File: config.mk
export PLATFORM = sky130hd
export DESIGN_NAME = tsp_poll_sequencer
export DESIGN_NICKNAME = d
export VERILOG_FILES = /design/src/verilog/tsp_pkg.sv /design/src/verilog/tsp_btn_if.sv /design/src/verilog/tsp_btn_debounce.sv /design/src/verilog/tsp_poll_sequencer.sv
export SDC_FILE = /design/constraint.sdc
export NUM_CORES = 1
export LEC_CHECK = 0
export BUFFER_PORTS_ARGS = -buffer_cell sky130_fd_sc_hd__buf_2
export CAP_MARGIN = 20
export CORE_MARGIN = 2
export CORE_UTILIZATION = 36
export CTS_BUF_LIST = sky130_fd_sc_hd__clkbuf_2
export DETAILED_ROUTE_END_ITERATION = 10
export PLACE_DENSITY_LB_ADDON = 0.08
export SYNTH_ARGS = -nofsm -noshare
export SYNTH_HDL_FRONTEND = slang
export SYNTH_SLANG_ARGS = --single-unit
File: constraint.sdc
create_clock -name pclk -period 6.6 [get_ports pclk]
set_input_delay 0.99 -clock pclk [delete_from_list [all_inputs] [get_ports pclk]]
set_output_delay 0.99 -clock pclk [all_outputs]
set_load 0.02 [all_outputs]
File: src/verilog/tsp_pkg.sv
// Package with the sequencer's offsets, field layouts, resets and timing
package tsp_pkg;
   // Clock rate and time figures in their own units
   localparam int unsigned CLK_MHZ       = 250;
   localparam int unsigned CLK_KHZ       = CLK_MHZ * 1000;
   localparam int unsigned TICK_MS       = 250;
   localparam int unsigned SEC_MS        = 1000;
   localparam int unsigned PW1_US        = 1003;
   localparam int unsigned PW2_US        = 1237;
   localparam int unsigned DEB_MS        = 10;
   // Cycle counts derived from the figures above
   localparam int unsigned TICK_CYC      = TICK_MS * CLK_KHZ;
   localparam int unsigned SEC_CYC       = SEC_MS * CLK_KHZ;
   localparam int unsigned PW1_CYC       = PW1_US * CLK_MHZ;
   localparam int unsigned PW2_CYC       = PW2_US * CLK_MHZ;
   localparam int unsigned DEB_CYC       = DEB_MS * CLK_KHZ;
   // Cycles from pulse timer expiry to the enable falling
   localparam int unsigned SAMPLE_LAT    = 1;
   // Scheduler tick counts
   localparam logic [3:0] TICK_HALF      = 4'h4;
   localparam logic [3:0] TICK_FULL      = 4'h8;
   // Register byte offsets
   localparam logic [7:0] OFS_CTRL       = 8'h00;
   localparam logic [7:0] OFS_HOLDOFF    = 8'h04;
   localparam logic [7:0] OFS_LEVELS     = 8'h08;
   localparam logic [7:0] OFS_STATUS     = 8'h0C;
   localparam logic [7:0] OFS_STAMP      = 8'h10;
   localparam logic [7:0] OFS_SECONDS    = 8'h14;
   // Field positions
   localparam int unsigned CTRL_AUTO_BIT = 0;
   localparam int unsigned LVL_SV_LSB    = 0;
   localparam int unsigned LVL_BK_LSB    = 4;
   localparam int unsigned LVL_MN_LSB    = 8;
   // Reset values
   localparam logic        CTRL_AUTO_RST = 1'b1;
   localparam logic [15:0] HOLDOFF_RST   = 16'h000A;
   localparam logic [2:0]  SV_LVL_RST    = 3'h5;
   localparam logic [2:0]  BK_OK_RST     = 3'h5;
   localparam logic [2:0]  MN_OK_RST     = 3'h6;
   // Sequencer states
   typedef enum logic [2:0] {
      ST_IDLE   = 3'b001,
      ST_PULSE  = 3'b010,
      ST_SAMPLE = 3'b100
   } tsp_state_e;
endpackage

File: src/verilog/tsp_btn_if.sv
// Interface carrying the debounced clear press to the sequencer
`timescale 1ns/1ps
interface tsp_btn_if;
   logic press;
   logic level;
   modport src (output press, output level);
   modport dst (input press, input level);
endinterface

File: src/verilog/tsp_btn_debounce.sv
// Synchroniser and debouncer for the tamper clear push-button
`timescale 1ns/1ps
module tsp_btn_debounce
   import tsp_pkg::*;
#(
   parameter int unsigned DB_CYC = DEB_CYC
) (
   input  wire logic  pclk,
   input  wire logic  presetn,
   input  wire logic  tamper_clear_button,
   tsp_btn_if.src     btn
);
   logic        sync1_reg, sync2_reg, stab_reg, press_reg;
   logic        stab_next, press_next;
   logic [31:0] cnt_reg, cnt_next;

   if (DB_CYC < 2) begin : g_chk
      $error("Debounce count too small");
   end

   // Restart the count whenever the synced level matches the stable one
   always_comb begin
      stab_next  = stab_reg;
      press_next = 1'b0;
      cnt_next   = 32'h0000_0000;
      if (sync2_reg != stab_reg) begin
         cnt_next = cnt_reg + 32'h0000_0001;
         if (cnt_reg == 32'(DB_CYC - 1)) begin
            stab_next  = sync2_reg;
            press_next = sync2_reg;     // One pulse per press
            cnt_next   = 32'h0000_0000;
         end
      end
   end

   // Two-stage sync; only the second stage is looked at
   always_ff @(posedge pclk or negedge presetn) begin
      if (!presetn) begin
         sync1_reg <= 1'b0;
         sync2_reg <= 1'b0;
         stab_reg  <= 1'b0;
         press_reg <= 1'b0;
         cnt_reg   <= 32'h0000_0000;
      end else begin
         sync1_reg <= tamper_clear_button;
         sync2_reg <= sync1_reg;
         stab_reg  <= stab_next;
         press_reg <= press_next;
         cnt_reg   <= cnt_next;
      end
   end

   assign btn.press = press_reg;
   assign btn.level = stab_reg;
endmodule // tsp_btn_debounce

File: src/verilog/tsp_poll_sequencer.sv
// Tamper sensor poll sequencer with supply switch control and APB registers
// Functional notes
// - Make a scheduler tick four times per second from the always-on clock.
// - Count ticks; at eight, restart count and advance displayed parameter.
// - At tick count four or eight, raise sensor enable and arm pulse timer.
// - Pulse timer counts once per trigger and gives exactly one end event.
// - Pulse width is picked by a build-time one-coil or two-coil setting.
// - Pulse is 1.003 ms for one coil and 1.237 ms for two coils.
// - Timer terminal count subtracts the sampling latency from pulse width.
// - Detection stays off until a set number of seconds after reset.
// - Sample sensor at pulse end only once the holdoff flag is set.
// - Update indicators, then drop enable; timer idles until next trigger.
// - Capture the seconds timestamp of the first tamper event.
// - Symbols update every sample; LEDs update only on main supply.
// - Refresh the active-supply indicator on every scheduler tick.
// - Auto-switch main and backup; leave second aux off; switch on low.
// - Backup OK threshold resets to level 5, main OK to level 6.
// - Main becoming OK forces a return to main; aux supplies never do.
// - Raise an event whenever the active supply changes either way.
//
// Implementation choices: register access over APB and the address map.
`timescale 1ns/1ps
module tsp_poll_sequencer
   import tsp_pkg::*;
#(
   parameter bit          TWO_COIL  = 1'b0,
   parameter int unsigned TICK_CNT  = TICK_CYC,
   parameter int unsigned SEC_CNT   = SEC_CYC,
   parameter int unsigned PW1_CNT   = PW1_CYC,
   parameter int unsigned PW2_CNT   = PW2_CYC,
   parameter int unsigned DB_CNT    = DEB_CYC
) (
   input  wire logic        pclk,
   input  wire logic        presetn,
   input  wire logic        psel,
   input  wire logic        penable,
   input  wire logic        pwrite,
   input  wire logic [7:0]  paddr,
   input  wire logic [31:0] pwdata,
   output logic [31:0]      prdata,
   output logic             pready,
   output logic             pslverr,
   input  wire logic        tamper_capture_input,
   input  wire logic        tamper_clear_button,
   input  wire logic [2:0]  main_supply,
   input  wire logic [2:0]  backup_supply,
   input  wire logic [2:0]  system_supply,
   output logic             sensor_enable,
   output logic             tamper_symbol,
   output logic             tamper_led,
   output logic             supply_indicator,
   output logic             supply_on_backup,
   output logic             second_aux_supply_enable,
   output logic             supply_switch_event,
   output logic [1:0]       display_param
);
   // Pulse width by board variant, less the sampling latency
   localparam int unsigned PW_CNT = TWO_COIL ? PW2_CNT : PW1_CNT;
   localparam int unsigned PW_TERM = PW_CNT - SAMPLE_LAT;

   if (PW_CNT <= SAMPLE_LAT || PW_CNT >= TICK_CNT || SEC_CNT < 2) begin
      : g_chk
      $error("Timing parameters out of range");
   end

   // Address decode shared by read and write paths
   function automatic logic hit(input logic [7:0] a, input logic [7:0] o);
      return a == o;
   endfunction

   // Supply level comparison used for every threshold
   function automatic logic at_least(input logic [2:0] lvl,
                                     input logic [2:0] thr);
      return lvl >= thr;
   endfunction

   tsp_btn_if btn ();

   tsp_btn_debounce #(
      .DB_CYC (DB_CNT)
   ) u_btn (
      .pclk                (pclk),
      .presetn             (presetn),
      .tamper_clear_button (tamper_clear_button),
      .btn                 (btn.src)
   );

   // ---- Timebase state
   logic [31:0] tdiv_reg, tdiv_next, sdiv_reg, sdiv_next;
   logic [31:0] sec_reg, sec_next;
   logic        tick_reg, tick_next, hold_reg, hold_next;
   // ---- Sequencer state
   tsp_state_e  st_reg, st_next;
   logic [3:0]  tcnt_reg, tcnt_next;
   logic [31:0] pw_reg, pw_next;
   logic        en_reg, en_next;
   logic [1:0]  par_reg, par_next;
   // ---- Tamper state
   logic        lat_reg, lat_next, sym_reg, sym_next, led_reg, led_next;
   logic [31:0] stamp_reg, stamp_next;
   logic        tam_set;
   // ---- Supply state
   logic        sel_reg, sel_next, mok_reg, evt_reg, evt_next;
   logic        ind_reg, ind_next, main_ok, bk_ok, sys_low;
   // ---- Register state
   logic        auto_reg, auto_next;
   logic [15:0] hoff_reg, hoff_next;
   logic [2:0]  sv_reg, sv_next, bk_reg, bk_next, mn_reg, mn_next;
   logic [31:0] rd_reg, rd_next;
   logic        mapped, wr_acc;

   // Tick divider, seconds counter and holdoff flag
   always_comb begin
      tdiv_next = tdiv_reg + 32'h0000_0001;
      tick_next = 1'b0;
      if (tdiv_reg == 32'(TICK_CNT - 1)) begin
         tdiv_next = 32'h0000_0000;
         tick_next = 1'b1;
      end
      sdiv_next = sdiv_reg + 32'h0000_0001;
      sec_next  = sec_reg;
      if (sdiv_reg == 32'(SEC_CNT - 1)) begin
         sdiv_next = 32'h0000_0000;
         sec_next  = sec_reg + 32'h0000_0001;
      end
      hold_next = hold_reg | (sec_reg >= {16'h0000, hoff_reg});
   end

   always_ff @(posedge pclk or negedge presetn) begin
      if (!presetn) begin
         tdiv_reg <= 32'h0000_0000;
         sdiv_reg <= 32'h0000_0000;
         sec_reg  <= 32'h0000_0000;
         tick_reg <= 1'b0;
         hold_reg <= 1'b0;
      end else begin
         tdiv_reg <= tdiv_next;
         sdiv_reg <= sdiv_next;
         sec_reg  <= sec_next;
         tick_reg <= tick_next;
         hold_reg <= hold_next;
      end
   end

   // Tick counting, enable pulse and sampling sequence
   always_comb begin
      st_next   = st_reg;
      tcnt_next = tcnt_reg;
      pw_next   = pw_reg;
      en_next   = en_reg;
      par_next  = par_reg;
      if (tick_reg) begin
         tcnt_next = tcnt_reg + 4'h1;
         if (tcnt_next == TICK_FULL) begin
            tcnt_next = 4'h0;
            par_next  = par_reg + 2'h1;
         end
      end
      unique case (st_reg)
         ST_IDLE: begin
            if (tick_reg && (tcnt_reg + 4'h1 == TICK_HALF ||
                             tcnt_reg + 4'h1 == TICK_FULL)) begin
               st_next = ST_PULSE;
               en_next = 1'b1;
               pw_next = 32'h0000_0000;
            end
         end
         ST_PULSE: begin
            pw_next = pw_reg + 32'h0000_0001;
            if (pw_reg == 32'(PW_TERM - 1)) begin
               st_next = ST_SAMPLE;
            end
         end
         ST_SAMPLE: begin
            en_next = 1'b0;
            st_next = ST_IDLE;
            pw_next = 32'h0000_0000;
         end
         default: begin
            st_next = ST_IDLE;
            en_next = 1'b0;
         end
      endcase
   end

   always_ff @(posedge pclk or negedge presetn) begin
      if (!presetn) begin
         st_reg   <= ST_IDLE;
         tcnt_reg <= 4'h0;
         pw_reg   <= 32'h0000_0000;
         en_reg   <= 1'b0;
         par_reg  <= 2'h0;
      end else begin
         st_reg   <= st_next;
         tcnt_reg <= tcnt_next;
         pw_reg   <= pw_next;
         en_reg   <= en_next;
         par_reg  <= par_next;
      end
   end

   // Tamper latch, timestamp and indicators; a new event beats a clear
   assign tam_set = (st_reg == ST_SAMPLE) && hold_reg &&
                    tamper_capture_input && !lat_reg;
   always_comb begin
      lat_next   = lat_reg;
      stamp_next = stamp_reg;
      sym_next   = sym_reg;
      led_next   = led_reg;
      if (btn.press && !sel_reg) begin
         lat_next   = 1'b0;
         stamp_next = 32'h0000_0000;
      end
      if (tam_set) begin
         lat_next   = 1'b1;
         stamp_next = sec_reg;
      end
      if (st_reg == ST_SAMPLE) begin
         sym_next = lat_next;
         if (!sel_reg) begin
            led_next = lat_next;
         end
      end
   end

   always_ff @(posedge pclk or negedge presetn) begin
      if (!presetn) begin
         lat_reg   <= 1'b0;
         stamp_reg <= 32'h0000_0000;
         sym_reg   <= 1'b0;
         led_reg   <= 1'b0;
      end else begin
         lat_reg   <= lat_next;
         stamp_reg <= stamp_next;
         sym_reg   <= sym_next;
         led_reg   <= led_next;
      end
   end

   // Supply selection between main and backup
   assign main_ok = at_least(main_supply, mn_reg);
   assign bk_ok   = at_least(backup_supply, bk_reg);
   assign sys_low = !at_least(system_supply, sv_reg);
   always_comb begin
      sel_next = sel_reg;
      ind_next = ind_reg;
      if (auto_reg) begin
         if (sel_reg && main_ok && !mok_reg) begin
            sel_next = 1'b0;
         end else if (sys_low && !sel_reg && bk_ok) begin
            sel_next = 1'b1;
         end else if (sys_low && sel_reg && main_ok) begin
            sel_next = 1'b0;
         end
      end
      evt_next = sel_next != sel_reg;
      if (tick_reg) begin
         ind_next = sel_reg;
      end
   end

   always_ff @(posedge pclk or negedge presetn) begin
      if (!presetn) begin
         sel_reg <= 1'b0;
         mok_reg <= 1'b0;
         evt_reg <= 1'b0;
         ind_reg <= 1'b0;
      end else begin
         sel_reg <= sel_next;
         mok_reg <= main_ok;
         evt_reg <= evt_next;
         ind_reg <= ind_next;
      end
   end

   // APB slave: no wait states, error on unmapped offsets
   assign mapped = hit(paddr, OFS_CTRL) || hit(paddr, OFS_HOLDOFF) ||
                   hit(paddr, OFS_LEVELS) || hit(paddr, OFS_STATUS) ||
                   hit(paddr, OFS_STAMP) || hit(paddr, OFS_SECONDS);
   assign wr_acc = psel && penable && pwrite && mapped;
   always_comb begin
      auto_next = auto_reg;
      hoff_next = hoff_reg;
      sv_next   = sv_reg;
      bk_next   = bk_reg;
      mn_next   = mn_reg;
      rd_next   = rd_reg;
      if (wr_acc && hit(paddr, OFS_CTRL)) begin
         auto_next = pwdata[CTRL_AUTO_BIT];
      end
      if (wr_acc && hit(paddr, OFS_HOLDOFF)) begin
         hoff_next = pwdata[15:0];
      end
      if (wr_acc && hit(paddr, OFS_LEVELS)) begin
         sv_next = pwdata[LVL_SV_LSB +: 3];
         bk_next = pwdata[LVL_BK_LSB +: 3];
         mn_next = pwdata[LVL_MN_LSB +: 3];
      end
      // Read data is loaded in the setup cycle
      if (psel && !penable) begin
         rd_next = 32'h0000_0000;
         if (hit(paddr, OFS_CTRL)) begin
            rd_next[CTRL_AUTO_BIT] = auto_reg;
         end else if (hit(paddr, OFS_HOLDOFF)) begin
            rd_next[15:0] = hoff_reg;
         end else if (hit(paddr, OFS_LEVELS)) begin
            rd_next[LVL_SV_LSB +: 3] = sv_reg;
            rd_next[LVL_BK_LSB +: 3] = bk_reg;
            rd_next[LVL_MN_LSB +: 3] = mn_reg;
         end else if (hit(paddr, OFS_STATUS)) begin
            rd_next[7:0] = {2'h0, lat_reg, hold_reg, sel_reg,
                            en_reg, par_reg};
            rd_next[11:8] = tcnt_reg;
         end else if (hit(paddr, OFS_STAMP)) begin
            rd_next = stamp_reg;
         end else if (hit(paddr, OFS_SECONDS)) begin
            rd_next = sec_reg;
         end
      end
   end

   always_ff @(posedge pclk or negedge presetn) begin
      if (!presetn) begin
         auto_reg <= CTRL_AUTO_RST;
         hoff_reg <= HOLDOFF_RST;
         sv_reg   <= SV_LVL_RST;
         bk_reg   <= BK_OK_RST;
         mn_reg   <= MN_OK_RST;
         rd_reg   <= 32'h0000_0000;
      end else begin
         auto_reg <= auto_next;
         hoff_reg <= hoff_next;
         sv_reg   <= sv_next;
         bk_reg   <= bk_next;
         mn_reg   <= mn_next;
         rd_reg   <= rd_next;
      end
   end

   // Outputs
   assign prdata                   = rd_reg;
   assign pready                   = 1'b1;
   assign pslverr                  = psel && penable && !mapped;
   assign sensor_enable            = en_reg;
   assign tamper_symbol            = sym_reg;
   assign tamper_led               = led_reg;
   assign supply_indicator         = ind_reg;
   assign supply_on_backup         = sel_reg;
   assign second_aux_supply_enable = 1'b0;
   assign supply_switch_event      = evt_reg;
   assign display_param            = par_reg;

   // Helper: length of the current enable pulse
   logic [31:0] len_reg, len_next;
   always_comb begin
      len_next = en_reg ? len_reg + 32'h0000_0001 : 32'h0000_0000;
   end
   always_ff @(posedge pclk or negedge presetn) begin
      if (!presetn) begin
         len_reg <= 32'h0000_0000;
      end else begin
         len_reg <= len_next;
      end
   end
endmodule // tsp_poll_sequencer

==> key figures <==
Run status
  – Status: finished, final reports clean

Placement
  – Hpwl dp: 21.7 mm
  – Gpl congestion: 0.784
  – I/O Buffers: 80
  – Area after DPL: 14,500 µm²

Timing
  – Hold Slack: 0.147 ns
  – RSZ-0062 raised after global routing: false
  – Worst relative slew slack: 27.4%
  – Setup violators final: 0
  – Fin. max-slew vios: 0
  – Hold Violations, Final: 0
  – Final worst path period need: 3.42 ns
  – Final worst path period share: 51.7%
  – Post-Route Setup TNS: 0 ns
  – FMAX: 293 MHz
  – Clock skew: 0.0423 ns
  – Worst-margin pin slew: 1.08 ns

Synthesis
  – Synthesis Warnings: 0
  – Most frequent cells after synthesis: dfrtp_1 (263), nor2_1 (179), xnor2_1 (93)
  – Syn Nets: 1,425
  – Count leader, synth: dfrtp_1
  – Synthesized instance count: 1,337
  – Syn_area_per_cell: 10.2 µm²
  – Synth area leaders: dfrtp_1 (48%), xnor2_1 (6.0%), nor2_1 (4.9%)
  – Count of cell types in the netlist: 71
  – Synth top area share: 48.3%
  – Cell area after synthesis: 13,600 µm²
  – Synth Flop Type: dfrtp_1
  – Post-synth EDFFs: 0
  – Synthesized flop and latch total: 273
  – Async SR Flop Fraction: 100%
  – Register area share after synthesis: 50.2%
  – Synth area leader: dfrtp_1

Power and ir drop
  – Clock share of power: 39.4%
  – Sw power: 0.848 mW
  – Combinational share of power: 4.9%
  – Peak supply drop: 0.0741 mV
  – Switching Fraction: 27.7%
  – Leakage Power: 6.87 nW
  – Reg power frac: 55.6%
  – Pwr Density: 201 nW/µm²
  – Cell-internal power: 2.21 mW

Critical path
  – R2r endpoint: pw_reg[6]
  – Worst setup path class: in2out
  – R2R Setup Slk: 3.63 ns
  – Data arrival, critical path: 2.43 ns
  – Worst Path Required: 5.61 ns
  – Startpoint types: primary input
  – Crit Path Max Fanout: 8
  – CP endpoint kind: primary output
  – Crit Reg-Reg Startpoint: st_reg[0]
  – Worst reg-to-reg path cell count: 5

Route
  – Routed len/inst: 16.4 µm
  – Drt first pass iters: 5
  – Vias: 10,273
  – Iter 0 DRT Violations: 466
  – WL final: 33.0 mm
  – Vias/cell: 5.09
  – Antenna-violating nets left: 0
  – DRC viols: 0

Clocking
  – Clk Latency, worst-skew pair: 0.90 ns
  – Cts hold-fix bufs: 0
  – Htree depth: 3
  – Max clock buf depth: 3
  – CTS buffer count: 81
  – Clock sink count: 273
  – Post-CTS sizing: 0
  – Reg clk slew, reported paths: 0.08 ns
  – Root Driver: clkbuf_2
  – TritonCTS clock tree: built
  – Post CTS Setup Buffer Count: 0

Final layout
  – Post-route cell area: 15,200 µm²
  – Synth-to-layout area growth: 11.7%
  – Layout cells sized above 1: 18.7%
  – Fin nets: 1,538

GRT
  – Initial antenna violation count: 1
  – First-pass GRT wire length: 54.9 mm
  – Vias in the first global route: 10,461
  – GRT Util Overall: 17.3%
  – Largest net degree at the start of global routing: 152
  – GR Overflow Total: 0

Floorplanning
  – Core area: 37,500 µm²
  – Die ar.: 39,400 µm²
  – Die Height: 199 µm
  – Die X: 199 µm
  – IO Count: 99
  – Row cnt: 71
  – Initial Utilization: 36.4%

Min path
  – Hold Crit Class: in2async

Flow run
  – Max-cap violations: 0
[power by group through the flow]
| stage | combinational (mW) | sequential, mW | clock, mW |
|---|---|---|---|
| floorplan | 0.0497 | 1.76 | 0 |
| global placement | 0.155 | 1.73 | 0 |
| detailed placement | 0.155 | 1.74 | 0 |
| CTS | 0.155 | 1.70 | 1.29 |
| global route | 0.172 | 1.71 | 1.37 |
| finish | 0.151 | 1.70 | 1.21 |
[cell usage in the layout, fill, tap and decap left out, drive strengths merged, types with 27 or more instances in the layout]
cell type	netlist	routed
a22o	34	34
xnor2	93	93
and3	27	27
nor2	179	179
nand2	93	93
clkbuf	40	120
ha	32	32
xor2	58	58
dfrtp	263	263
inv	44	46
nor4	28	28
nand4	43	43
nor3	29	29
buf	20	89
nand3	82	82
mux2	36	36
[cells by family (layout without fill, tap and decap cells)]
family | after synthesis | count (layout) | synth area share, %
AOI/OAI and AO/OA | 173 | 173 | 9.57
and+or+nand+nor | 562 | 562 | 21.0
buffers and inverters | 104 | 273 | 3.14
adders and majority gates | 32 | 32 | 2.94
muxes | 40 | 40 | 3.36
xor gates and xnor gates | 151 | 151 | 9.70
other | 2 | 3 | 0.0551
DFF | 273 | 273 | 50.2
[final cells by class]
cell class              count  area [µm²]
multi-input cells         960        6380
well taps                 511         639
clock buffers             119         596
inverters                  44         165
flip-flops and latches    273        6840
clock inverters            20        77.6
diodes                      1        2.50
repair buffers             90         518
fillers                  3870       22300
[worst max-delay path by stage]
stage	start	to	slack, ns	cells past startpoint
floorplan	paddr[6]	pslverr	3.60	5
global placement	paddr[6]	hoff_reg[7]	2.75	6
detailed placement	paddr[6]	hoff_reg[12]	2.73	6
CTS	paddr[6]	pslverr	3.17	6
global route	paddr[6]	pslverr	3.12	6
finish	paddr[6]	pslverr	3.18	6
[per-layer routing]
layer	vias to the layer above	GRT usage, %	part of all wire (%)
met5	-	0	0
li1	5024	-	-
met2	207	27.2	46
met1	4984	23.3	48
met3	58	4.19	4.0
met4	0	6.11	2.0
[worst max-delay path: stages]
cell	delay (ns)
buf_2	0.09
or2_1	0.22
or4_1	0.66
a21oi_1	0.25
nor2_1	0.05
buf_2	0.15
[per-stage QoR]
step	worst slack (ns)	power (mW)	std cells	utilization (%)
2_1_floorplan	3.60	1.81	1337	-
3_3_place_gp	2.75	1.89	1876	38.7
3_5_place_dp	2.73	1.89	1876	38.7
4_1_cts	3.17	3.15	2015	40.5
5_1_grt	3.12	3.25	2018	40.6
6_report	3.18	3.06	2018	40.6
Note: power is estimated with default switching activity, not from simulation.
